## src/rtl/acs_pkg.sv

```systemverilog
// Constants, types and register map of the conversion sequencer
package acs_pkg;
  // Clock and timing
  localparam int CLK_PERIOD_NS   = 40;
  localparam int PWRUP_CYCLES    = 65536;
  localparam int CONV_RATE_SPS   = 2000;
  localparam int CONV_PERIOD_NS  = 1000000000 / CONV_RATE_SPS;
  localparam int CHAN_RESTART_NS = 513000;
  localparam int RATE_RESTART_NS = 575000;
  localparam int CONV_PERIOD_CYC  = (CONV_PERIOD_NS + CLK_PERIOD_NS - 1) / CLK_PERIOD_NS;
  localparam int CHAN_RESTART_CYC = (CHAN_RESTART_NS + CLK_PERIOD_NS - 1) / CLK_PERIOD_NS;
  localparam int RATE_RESTART_CYC = (RATE_RESTART_NS + CLK_PERIOD_NS - 1) / CLK_PERIOD_NS;
  localparam int CNT_W            = 17;

  // Widths
  localparam int ADDR_W   = 8;
  localparam int DATA_W   = 32;
  localparam int RESULT_W = 16;
  localparam int BYTE_W   = 8;
  localparam int CFG_AW   = 4;
  localparam int CFG_REGS = 16;

  // Serial commands
  localparam logic [3:0] OP_WRITE_NIB  = 4'h4;
  localparam logic [6:0] OP_RDATA_HI   = 7'h09;
  localparam logic [6:0] OP_CONTRD_HI  = 7'h0a;
  localparam logic [6:0] OP_STOPRD_HI  = 7'h0b;
  localparam logic [3:0] CFG_CHAN_IDX  = 4'h0;
  localparam logic [3:0] CFG_RATE_IDX  = 4'h3;

  // Register map
  localparam logic [ADDR_W-1:0] OFF_STATUS = 8'h00;
  localparam logic [ADDR_W-1:0] OFF_MASK   = 8'h04;
  localparam logic [ADDR_W-1:0] OFF_RESULT = 8'h08;
  localparam logic [ADDR_W-1:0] OFF_STATE  = 8'h0c;
  localparam logic [1:0]        CFG_PAGE   = 2'h1;

  // Status bits
  localparam int ST_RESULT = 0;
  localparam int ST_SLEEP  = 1;
  localparam int ST_WRITE  = 2;
  localparam int ST_W      = 3;

  typedef struct packed {
    logic sclk;
    logic mosi;
    logic csN;
  } acs_spi_in_t;

  typedef struct packed {
    logic [ADDR_W-1:0] addr;
    logic [DATA_W-1:0] wrData;
    logic              wr;
    logic              rd;
  } acs_bus_req_t;

  typedef enum logic [1:0] {PS_CMD, PS_COUNT, PS_DATA, PS_IGNORE} acs_parse_t;
endpackage

```

## src/rtl/acs_sequencer.sv

```systemverilog
// Conversion sequencer and serial link of a multi-channel converter
// Summary of operation
// - For the first power-up count of clocks conversion stays stopped and serial traffic is ignored; the register port still works.
// - Out of reset continuous read is on, so each result shifts out in 16 clocks after ready falls.
// - A register write command is accepted on the input line while a result shifts out.
// - A channel-select write restarts conversion and ready falls after the channel restart time.
// - One block write may replace the first four configuration registers in sequence.
// - With start low the device sleeps when ready falls; a rate write restarts with its own time.
// - The last result stays readable while asleep and shifts out with 16 clocks.
// - A write is opcode plus start address, then count minus one, then consecutive data bytes.
// - A sleep request lets the conversion in progress finish first.
//
// Implementation choices: the placing of the registers and the strobed register port.
`timescale 1ns/1ps
module acs_sequencer #(
  parameter int PWRUP_CNT    = acs_pkg::PWRUP_CYCLES,
  parameter int CONV_PERIOD  = acs_pkg::CONV_PERIOD_CYC,
  parameter int CHAN_RESTART = acs_pkg::CHAN_RESTART_CYC,
  parameter int RATE_RESTART = acs_pkg::RATE_RESTART_CYC
) (
  input  wire logic                           clk,
  input  wire logic                           rst_n,
  input  wire logic                           clkEn,
  input  wire acs_pkg::acs_bus_req_t          busReq,
  output logic        [acs_pkg::DATA_W-1:0]   busRdData,
  input  wire acs_pkg::acs_spi_in_t           spiIn,
  input  wire logic                           startPin,
  input  wire logic   [acs_pkg::RESULT_W-1:0] convSample,
  output logic                                spiMiso,
  output logic                                resultReadyN,
  output logic                                irq
);
  import acs_pkg::*;

  localparam logic [CNT_W-1:0] PWRUP_V   = CNT_W'(PWRUP_CNT);
  localparam logic [CNT_W-1:0] PERIOD_V  = CNT_W'(CONV_PERIOD);
  localparam logic [CNT_W-1:0] CHAN_V    = CNT_W'(CHAN_RESTART);
  localparam logic [CNT_W-1:0] RATE_V    = CNT_W'(RATE_RESTART);
  localparam logic [CNT_W-1:0] CNT_ONE   = 17'h00001;
  localparam logic [CNT_W-1:0] CNT_TWO   = 17'h00002;
  localparam logic [2:0]       LAST_BIT  = 3'h7;
  localparam int               SYNC_N    = 4;
  localparam logic [3:0]       SYNC_IDLE = 4'h3;
  localparam int               PG_HI     = 7;
  localparam int               PG_LO     = 6;
  localparam int               IX_HI     = 5;
  localparam int               IX_LO     = 2;

  //////////////////////////////////////////////////////////////////////////////
  // State
  logic [3:0]             syncA_reg;
  logic [3:0]             syncB_reg;
  logic                   sclkPrev_reg;
  logic [CNT_W-1:0]       pwrCnt_reg;
  logic [CNT_W-1:0]       convCnt_reg;
  logic [CNT_W-1:0]       convCnt_next;
  logic                   asleep_reg;
  logic                   contMode_reg;
  logic [BYTE_W-2:0]      rxShift_reg;
  logic [2:0]             bitCnt_reg;
  logic                   frameStarted_reg;
  logic [RESULT_W-1:0]    txShift_reg;
  logic [RESULT_W-1:0]    txShift_next;
  logic [RESULT_W-1:0]    result_reg;
  acs_parse_t             parse_reg;
  acs_parse_t             parse_next;
  logic [CFG_AW-1:0]      wrAddr_reg;
  logic [CFG_AW-1:0]      wrAddr_next;
  logic [CFG_AW-1:0]      wrLeft_reg;
  logic [CFG_AW-1:0]      wrLeft_next;
  logic [BYTE_W-1:0]      cfgMem [CFG_REGS];
  logic [ST_W-1:0]        status_reg;
  logic [ST_W-1:0]        mask_reg;
  logic                   readyN_next;

  //////////////////////////////////////////////////////////////////////////////
  // Pin synchronisers and edges
  // Pin order: serial clock, data in, frame select, start
  wire [SYNC_N-1:0] pinRaw = {spiIn.sclk, spiIn.mosi, spiIn.csN, startPin};

  // Two flops per pin, reset to idle so no false frame or edge follows reset
  for (genvar g = 0; g < SYNC_N; g++) begin : g_sync
    always_ff @(posedge clk) begin
      if (!rst_n) begin
        syncA_reg[g] <= SYNC_IDLE[g];
        syncB_reg[g] <= SYNC_IDLE[g];
      end else if (clkEn) begin
        syncA_reg[g] <= pinRaw[g];
        syncB_reg[g] <= syncA_reg[g];
      end
    end
  end

  wire       sclkS     = syncB_reg[3];
  wire       mosiS     = syncB_reg[2];
  wire       csNS      = syncB_reg[1];
  wire       startS    = syncB_reg[0];
  wire       pwrDone   = (pwrCnt_reg == PWRUP_V);
  wire       frameOn   = pwrDone & ~csNS;
  wire       sclkRise  = frameOn & sclkS & ~sclkPrev_reg;
  wire       sclkFall  = frameOn & ~sclkS & sclkPrev_reg;
  wire       byteDone  = sclkFall & (bitCnt_reg == LAST_BIT);
  wire [BYTE_W-1:0] rxByte = {rxShift_reg, mosiS};

  //////////////////////////////////////////////////////////////////////////////
  // Command decode
  wire       isWrite   = (rxByte[7:4] == OP_WRITE_NIB);
  wire       isRdOnce  = (rxByte[7:1] == OP_RDATA_HI);
  wire       isContRd  = (rxByte[7:1] == OP_CONTRD_HI);
  wire       isStopRd  = (rxByte[7:1] == OP_STOPRD_HI);
  wire       cmdByte   = byteDone & (parse_reg == PS_CMD);
  wire       cfgWrEn   = byteDone & (parse_reg == PS_DATA);
  wire       wrChan    = cfgWrEn & (wrAddr_reg == CFG_CHAN_IDX);
  wire       wrRate    = cfgWrEn & (wrAddr_reg == CFG_RATE_IDX);
  wire       reloadTx  = cmdByte & isRdOnce;

  //////////////////////////////////////////////////////////////////////////////
  // Conversion timing
  wire       convRun   = pwrDone & ~asleep_reg;
  wire       loadEvt   = convRun & (convCnt_reg == CNT_ONE);
  wire       preLoad   = convRun & (convCnt_reg == CNT_TWO);
  wire       sleepEnt  = loadEvt & ~startS;
  wire       wakeEvt   = asleep_reg & startS;

  always_comb begin
    convCnt_next = convCnt_reg - CNT_ONE;
    if (!pwrDone) begin
      convCnt_next = PERIOD_V;
    end else if (wrChan) begin
      convCnt_next = CHAN_V;
    end else if (wrRate) begin
      convCnt_next = RATE_V;
    end else if (wakeEvt) begin
      convCnt_next = PERIOD_V;
    end else if (asleep_reg) begin
      convCnt_next = convCnt_reg;
    end else if (loadEvt) begin
      convCnt_next = PERIOD_V;
    end
  end

  //////////////////////////////////////////////////////////////////////////////
  // Write command parser
  always_comb begin
    parse_next  = parse_reg;
    wrAddr_next = wrAddr_reg;
    wrLeft_next = wrLeft_reg;
    if (!frameOn) begin
      parse_next = PS_CMD;
    end else if (byteDone) begin
      case (parse_reg)
        PS_CMD: begin
          if (isWrite) begin
            wrAddr_next = rxByte[3:0];
            parse_next  = PS_COUNT;
          end
        end
        PS_COUNT: begin
          wrLeft_next = rxByte[3:0];
          parse_next  = PS_DATA;
        end
        PS_DATA: begin
          wrAddr_next = wrAddr_reg + 4'h1;
          wrLeft_next = wrLeft_reg - 4'h1;
          if (wrLeft_reg == 4'h0) begin
            parse_next = PS_IGNORE;
          end
        end
        PS_IGNORE: begin
          parse_next = PS_IGNORE;                                      // Extra bytes dropped
        end
        default: begin
          parse_next = PS_CMD;
        end
      endcase
    end
  end

  //////////////////////////////////////////////////////////////////////////////
  // Output shift and ready line
  always_comb begin
    txShift_next = txShift_reg;
    if (loadEvt && contMode_reg) begin
      txShift_next = convSample;
    end else if (reloadTx) begin
      txShift_next = result_reg;
    end else if (sclkRise) begin
      txShift_next = {txShift_reg[RESULT_W-2:0], 1'b0};
    end
  end

  always_comb begin
    readyN_next = resultReadyN;
    if (loadEvt) begin
      readyN_next = 1'b0;
    end else if (preLoad || (sclkRise && !frameStarted_reg)) begin
      readyN_next = 1'b1;
    end
  end

  //////////////////////////////////////////////////////////////////////////////
  // Register port decode
  function automatic logic regHit(input logic [ADDR_W-1:0] a, input logic [ADDR_W-1:0] off);
    return a == off;
  endfunction

  // Status events; a set wins over a clear in the same cycle
  wire            evResult = loadEvt;
  wire            evSleep  = sleepEnt;
  wire            evCfg    = cfgWrEn;
  wire [ST_W-1:0] stSet    = {evCfg, evSleep, evResult};
  wire            hitStat  = regHit(busReq.addr, OFF_STATUS);
  wire            hitMask  = regHit(busReq.addr, OFF_MASK);
  wire            hitRes   = regHit(busReq.addr, OFF_RESULT);
  wire            hitState = regHit(busReq.addr, OFF_STATE);
  wire [3:0]      stateWd  = {pwrDone, contMode_reg, asleep_reg, resultReadyN};
  wire            wrStat  = busReq.wr & hitStat;
  wire            wrMask  = busReq.wr & hitMask;
  wire [ST_W-1:0] stClr   = wrStat ? busReq.wrData[ST_W-1:0] : {ST_W{1'b0}};
  wire [ST_W-1:0] stNext  = (status_reg & ~stClr) | stSet;
  wire [ST_W-1:0] mkNext  = wrMask ? busReq.wrData[ST_W-1:0] : mask_reg;
  // Config registers are read only here and sit one per word
  wire            cfgHit  = (busReq.addr[PG_HI:PG_LO] == CFG_PAGE);
  wire [CFG_AW-1:0] cfgIx = busReq.addr[IX_HI:IX_LO];
  wire            lowByte = (busReq.addr[IX_LO-1:0] == 2'h0);
  wire [DATA_W-1:0] rdMux =
      hitStat             ? DATA_W'(status_reg) :
      hitMask             ? DATA_W'(mask_reg) :
      hitRes              ? DATA_W'(result_reg) :
      hitState            ? DATA_W'(stateWd) :
      (cfgHit && lowByte) ? DATA_W'(cfgMem[cfgIx]) : {DATA_W{1'b0}};

  //////////////////////////////////////////////////////////////////////////////
  // Sequential logic
  always_ff @(posedge clk) begin
    if (!rst_n) begin
      sclkPrev_reg <= 1'b0;
    end else if (clkEn) begin
      sclkPrev_reg <= sclkS;
    end
  end

  always_ff @(posedge clk) begin
    if (!rst_n) begin
      pwrCnt_reg  <= {CNT_W{1'b0}};
      convCnt_reg <= {CNT_W{1'b0}};
      asleep_reg  <= 1'b0;
    end else if (clkEn) begin
      if (!pwrDone) begin
        pwrCnt_reg <= pwrCnt_reg + CNT_ONE;
      end
      convCnt_reg <= convCnt_next;
      if (sleepEnt) begin
        asleep_reg <= 1'b1;
      end else if (wakeEvt) begin
        asleep_reg <= 1'b0;
      end
    end
  end

  always_ff @(posedge clk) begin
    if (!rst_n) begin
      rxShift_reg      <= 7'h00;
      bitCnt_reg       <= 3'h0;
      frameStarted_reg <= 1'b0;
      parse_reg        <= PS_CMD;
      wrAddr_reg       <= 4'h0;
      wrLeft_reg       <= 4'h0;
      contMode_reg     <= 1'b1;
    end else if (clkEn) begin
      parse_reg  <= parse_next;
      wrAddr_reg <= wrAddr_next;
      wrLeft_reg <= wrLeft_next;
      if (!frameOn) begin
        bitCnt_reg       <= 3'h0;
        frameStarted_reg <= 1'b0;
      end else begin
        if (sclkFall) begin
          rxShift_reg <= rxByte[BYTE_W-2:0];
          bitCnt_reg  <= bitCnt_reg + 3'h1;
        end
        if (sclkRise) begin
          frameStarted_reg <= 1'b1;
        end
      end
      if (cmdByte && isContRd) begin
        contMode_reg <= 1'b1;
      end else if (cmdByte && isStopRd) begin
        contMode_reg <= 1'b0;
      end
    end
  end

  always_ff @(posedge clk) begin
    if (!rst_n) begin
      txShift_reg  <= 16'h0000;
      result_reg   <= 16'h0000;
      spiMiso      <= 1'b0;
      resultReadyN <= 1'b1;
    end else if (clkEn) begin
      txShift_reg  <= txShift_next;
      resultReadyN <= readyN_next;
      if (loadEvt) begin
        result_reg <= convSample;
      end
      if (sclkRise) begin
        spiMiso <= txShift_reg[RESULT_W-1];
      end
    end
  end

  always_ff @(posedge clk) begin
    if (cfgWrEn && clkEn && rst_n) begin
      cfgMem[wrAddr_reg] <= rxByte;
    end
  end

  always_ff @(posedge clk) begin
    if (!rst_n) begin
      status_reg <= {ST_W{1'b0}};
      mask_reg   <= {ST_W{1'b0}};
      irq        <= 1'b0;
      busRdData  <= {DATA_W{1'b0}};
    end else if (clkEn) begin
      status_reg <= stNext;
      mask_reg   <= mkNext;
      irq        <= |(stNext & mkNext);
      busRdData  <= busReq.rd ? rdMux : {DATA_W{1'b0}};
    end
  end
endmodule

```

## config.mk

```make
export PLATFORM = sky130hd
export DESIGN_NAME = acs_sequencer
export DESIGN_NICKNAME = d
export VERILOG_FILES = /design/src/rtl/acs_pkg.sv /design/src/rtl/acs_sequencer.sv
export SDC_FILE = /design/constraint.sdc
export NUM_CORES = 1
export LEC_CHECK = 0
export BUFFER_PORTS_ARGS = -buffer_cell sky130_fd_sc_hd__buf_2
export CAP_MARGIN = 40
export CELL_PAD_IN_SITES_DETAIL_PLACEMENT = 1
export CELL_PAD_IN_SITES_GLOBAL_PLACEMENT = 1
export CORE_AREA = 4 4 190 192
export DETAILED_ROUTE_END_ITERATION = 10
export DIE_AREA = 0 0 194 196
export HOLD_SLACK_MARGIN = 0.1
export PLACE_DENSITY = 0.67
export SYNTH_ARGS = -nofsm -noshare
export SYNTH_HDL_FRONTEND = slang
export SYNTH_SLANG_ARGS = --single-unit
```

## constraint.sdc

```tcl
create_clock -name clk -period 2.7 [get_ports clk]
set_input_delay 0.54 -clock clk [delete_from_list [all_inputs] [get_ports clk]]
set_output_delay 0.54 -clock clk [all_outputs]
set_load 0.005 [all_outputs]
```

==> impl_summary.log <==
INFO  metric yosysTopAreaCell = edfxtp_1
INFO  metric detailedRoute.firstPassIterationCount = 4
INFO  metric clock_tree.root_cell = clkbuf_16
INFO  metric drcViolationCount = 0
INFO  metric placement.cell_area = 13050 um^2
INFO  metric crit_path_max_incr_delay = 0.37 ns
INFO  metric ant_nets = 0
INFO  metric drt_wl_total = 33500 um
INFO  metric fin_area = 14060 um^2
INFO  metric die_y = 196 um
INFO  metric antennaDiodeCount = 0
INFO  metric gr_ovfl_total = 0
INFO  metric reg2reg_setup_slack = 0.18 ns
INFO  metric count_of_flip_flops_with_a_built_in_enable_after_synthesis = 128
INFO  metric critical_path.startpoint = pwrCnt_reg[0]$_SDFFE_PN0P_
INFO  metric grt_start_max_net_pins = 44
INFO  metric floorplan.die_area = 38020 um^2
INFO  metric grt_setup_unrepaired = no
INFO  metric setup.worst_path.end_class = flop
INFO  metric synth-main-ff-cell = edfxtp_1
INFO  metric clock_tree_sinks = 251
INFO  metric cp_cell_sequence = inv_1, ha_1, nor4b_2, and4_1, nand3_1, nor4_2, and2_1, buf_4
INFO  metric grt_first_pass_wirelength = 53440 um
INFO  metric worstSkewPairLatency = 0.54 ns
INFO  metric worstSetupPathDepth = 8
INFO  metric pwr_density_cell = 611.4 nW/um^2
INFO  metric areaGrowthSynthToFinish = 17.93%
INFO  metric type_of_the_setup_path_with_the_least_slack = reg -> reg
INFO  metric ff2ff_path_depth = 8
INFO  metric netlist_top_cells_area = edfxtp_1 32%, dfxtp_1 21%, mux4_2 6.0%
INFO  metric number_of_antenna_violations_at_the_first_check_in_global_routing = 0
INFO  metric critical_path.slowest_cell = and4_1
INFO  metric port_buffers = 54
INFO  metric num_rows = 68
INFO  metric largest_reg_flops = 128
INFO  metric cts-resized-gates = 0
INFO  metric cts_post_setup_buffers_inserted = 0
INFO  metric crit_buf_inv = 2
INFO  metric floorplan.initialDensity = 34.69%
INFO  metric max-cap-violations = 0
INFO  metric shortest_period_the_worst_path_allows = 2.516 ns
INFO  metric clock_tree_from_tritoncts = yes
INFO  metric drive_above_1_share = 21.40%
INFO  metric final_max_slew_viol_count = 0
INFO  metric postSynthCellCount = 1046
INFO  metric worst_r2r_endpoint = cfgMem[6][0]$_DFFE_PP_
INFO  metric fillerInstances = 3720
INFO  metric route.detailed.vias_per_inst = 5.491
INFO  metric cts_made_buffers = 27
INFO  metric timing.max_slew.rel_slack = 43.85%
INFO  metric async_set_or_reset_register_ratio_after_synthesis = 0%
INFO  metric grt_util_all_layers = 17.31%
INFO  metric core_area = 34370 um^2
INFO  metric grt_pass1_vias = 9219
INFO  metric synth_area_per_cell = 11.40 um^2
INFO  metric die_w = 194 um
INFO  metric synth_top_cell_area_share = 32.24%
INFO  metric whs_path_depth = 3
INFO  metric routabilityCongestion = 0.8169
INFO  metric hold_buffers = 0
INFO  metric period_utilisation_layout = 93.18%
INFO  metric ys_seq_elements = 251
INFO  metric tns = 0 ns
INFO  metric timing.critical_path.arrival = 2.75 ns
INFO  metric critical_path_required = 2.93 ns
INFO  metric design.portCount = 100
INFO  metric kind_of_start_point_of_the_critical_path = flop
INFO  metric cts_buffer_depth = 3
INFO  metric worst-path-max-fanout = 8
INFO  metric run_status = finished clean
INFO  metric timing.clock.skew = 0.01667 ns
INFO  metric final_setup_violating_endpoints = 0
INFO  metric timing.hold.worst.start = spiIn[0]
INFO  metric drt_iter0_drc = 594
INFO  metric number_of_hold_violations_in_the_final_report = 0
INFO  metric synthesis.yosys.warnings = 0
INFO  metric place_hpwl = 22800 um
INFO  metric worst_setup_hold_path_clk_slew = 0.06 ns
INFO  metric static-leakage-power = 0.005078 uW
INFO  metric cts_htree_levels = 1
INFO  metric ir_drop = 0.4997 mV
INFO  metric post_synth_instance_area = 11920 um^2
INFO  metric synth_seq_area_share = 52.89%
INFO  metric achievable-frequency = 397.5 MHz
INFO  metric final_net_count = 1220
INFO  metric startpoint_of_the_worst_register_to_register_path = pwrCnt_reg[0]$_SDFFE_PN0P_
INFO  metric detailroute.via_count = 8862
INFO  metric yosysUniqueCellTypes = 89
INFO  metric wl_per_cell = 20.76 um
INFO  metric critical_path_s_top_delay_family = simple AND/OR/NAND/NOR gates
INFO  metric worstMarginPinSlew = 0.8410 ns
INFO  metric worst_hold_path.endpoint = syncA_reg[1]$_SDFFE_PN1P_
INFO  metric hp-class = in -> reg
[where the power goes]
part | internal (uW) | switching, uW
clock network | 2670 | 1540
logic | 143 | 231
registers | 3990 | 26.5
[cell type report]
cell class	instances	area (um^2)	share of cell area, %
inverter	34	127.6	0.9076
clock inverter	11	235.2	1.673
timing repair buffer	133	963.4	6.851
tap	455	569.3	4.048
multi-input combinational	692	5082	36.14
clock buffer	38	778.2	5.534
sequential	251	6306	44.84
[Yosys cell counts, types with 22 or more instances]
cell and count:
edfxtp_1 128, dfxtp_1 123, nor2_1 71, nand2_1 63
nand3_1 61, a21oi_1 48, o21ai_0 35, clkbuf_1 33
inv_1 32, mux4_2 32, mux2i_1 30, buf_4 24
nor3_1 23, a211oi_1 22
[metrics by stage]
| stage | utilization [%] | setup WS [ns] | hold WS [ns] | std cells | power (uW) |
|---|---|---|---|---|---|
| floorplan | - | 0.2490 | 0.4322 | 1061 | 4341 |
| global placement | 37.96 | 0.1967 | 0.4487 | 1565 | 4462 |
| detailed placement | 37.96 | 0.2088 | 0.4564 | 1565 | 4469 |
| CTS | 40.91 | 0.1643 | 0.2109 | 1614 | 8674 |
| global route | 40.91 | 0.02864 | 0.2249 | 1614 | 8894 |
| finish | 40.91 | 0.1842 | 0.2251 | 1614 | 8598 |
[worst min-delay path, cell delays in order]
cell and delay [ns]:
buf_2 0.07, mux2i_1 0.06, nand2_1 0.06
[worst max-delay path by stage]
stage	endpoint	slack, ns
after global routing	cfgMem[4][0]$_DFFE_PP_	0.03
final	cfgMem[6][0]$_DFFE_PP_	0.18
after detailed placement	cfgMem[4][2]$_DFFE_PP_	0.21
after global placement	cfgMem[7][7]$_DFFE_PP_	0.20
after floorplan	cfgMem[14][0]$_DFFE_PP_	0.25
after CTS	cfgMem[6][7]$_DFFE_PP_	0.16
[placed cells by master (no fill, tap or decap), drive strengths merged, types with 7 or more instances in the layout]
| master | netlist | routed |
|---|---|---|
| inv | 32 | 33 |
| xor2 | 8 | 8 |
| a22oi | 13 | 13 |
| a211oi | 23 | 23 |
| conb | 1 | 16 |
| nand4 | 19 | 19 |
| a21oi | 48 | 48 |
| dfxtp | 123 | 123 |
| ha | 16 | 16 |
| clkbuf | 34 | 38 |
| nand3b | 15 | 15 |
| buf | 50 | 133 |
| bufinv | 0 | 7 |
| nor3 | 25 | 25 |
| nor4 | 12 | 12 |
| a21boi | 15 | 15 |
| nand3 | 61 | 61 |
| o21ai | 37 | 37 |
| or3 | 7 | 7 |
| edfxtp | 128 | 128 |
| o31ai | 20 | 20 |
| nor2 | 72 | 72 |
| mux4 | 32 | 32 |
| and3 | 11 | 11 |
| nor2b | 10 | 10 |
| and2 | 20 | 20 |
| mux2 | 7 | 7 |
| and4 | 9 | 9 |
| nand2 | 63 | 63 |
| mux2i | 30 | 30 |
[routing by layer]
layer,routed length (um),up-vias,track usage [%]
met5,0,-,0
met4,527,0,4.089
met3,1396,31,2.662
met2,16620,158,29.89
met1,14960,4543,23.07
li1,-,4130,-
[cells by family (layout without fill, tap and decap cells)]
logic type / count (synthesis) / after routing / synth area share, %
AOI/OAI and AO/OA: 228 / 228 / 13.95
xor gates and xnor gates: 14 / 14 / 1.028
adders and majority gates: 16 / 16 / 1.679
buffers and inverters: 118 / 216 / 4.963
DFF: 251 / 251 / 52.89
muxes: 69 / 69 / 9.224
other: 1 / 16 / 0.03145
and+or+nand+nor: 349 / 349 / 16.24
No activity file was read; power rests on OpenSTA's default activity.
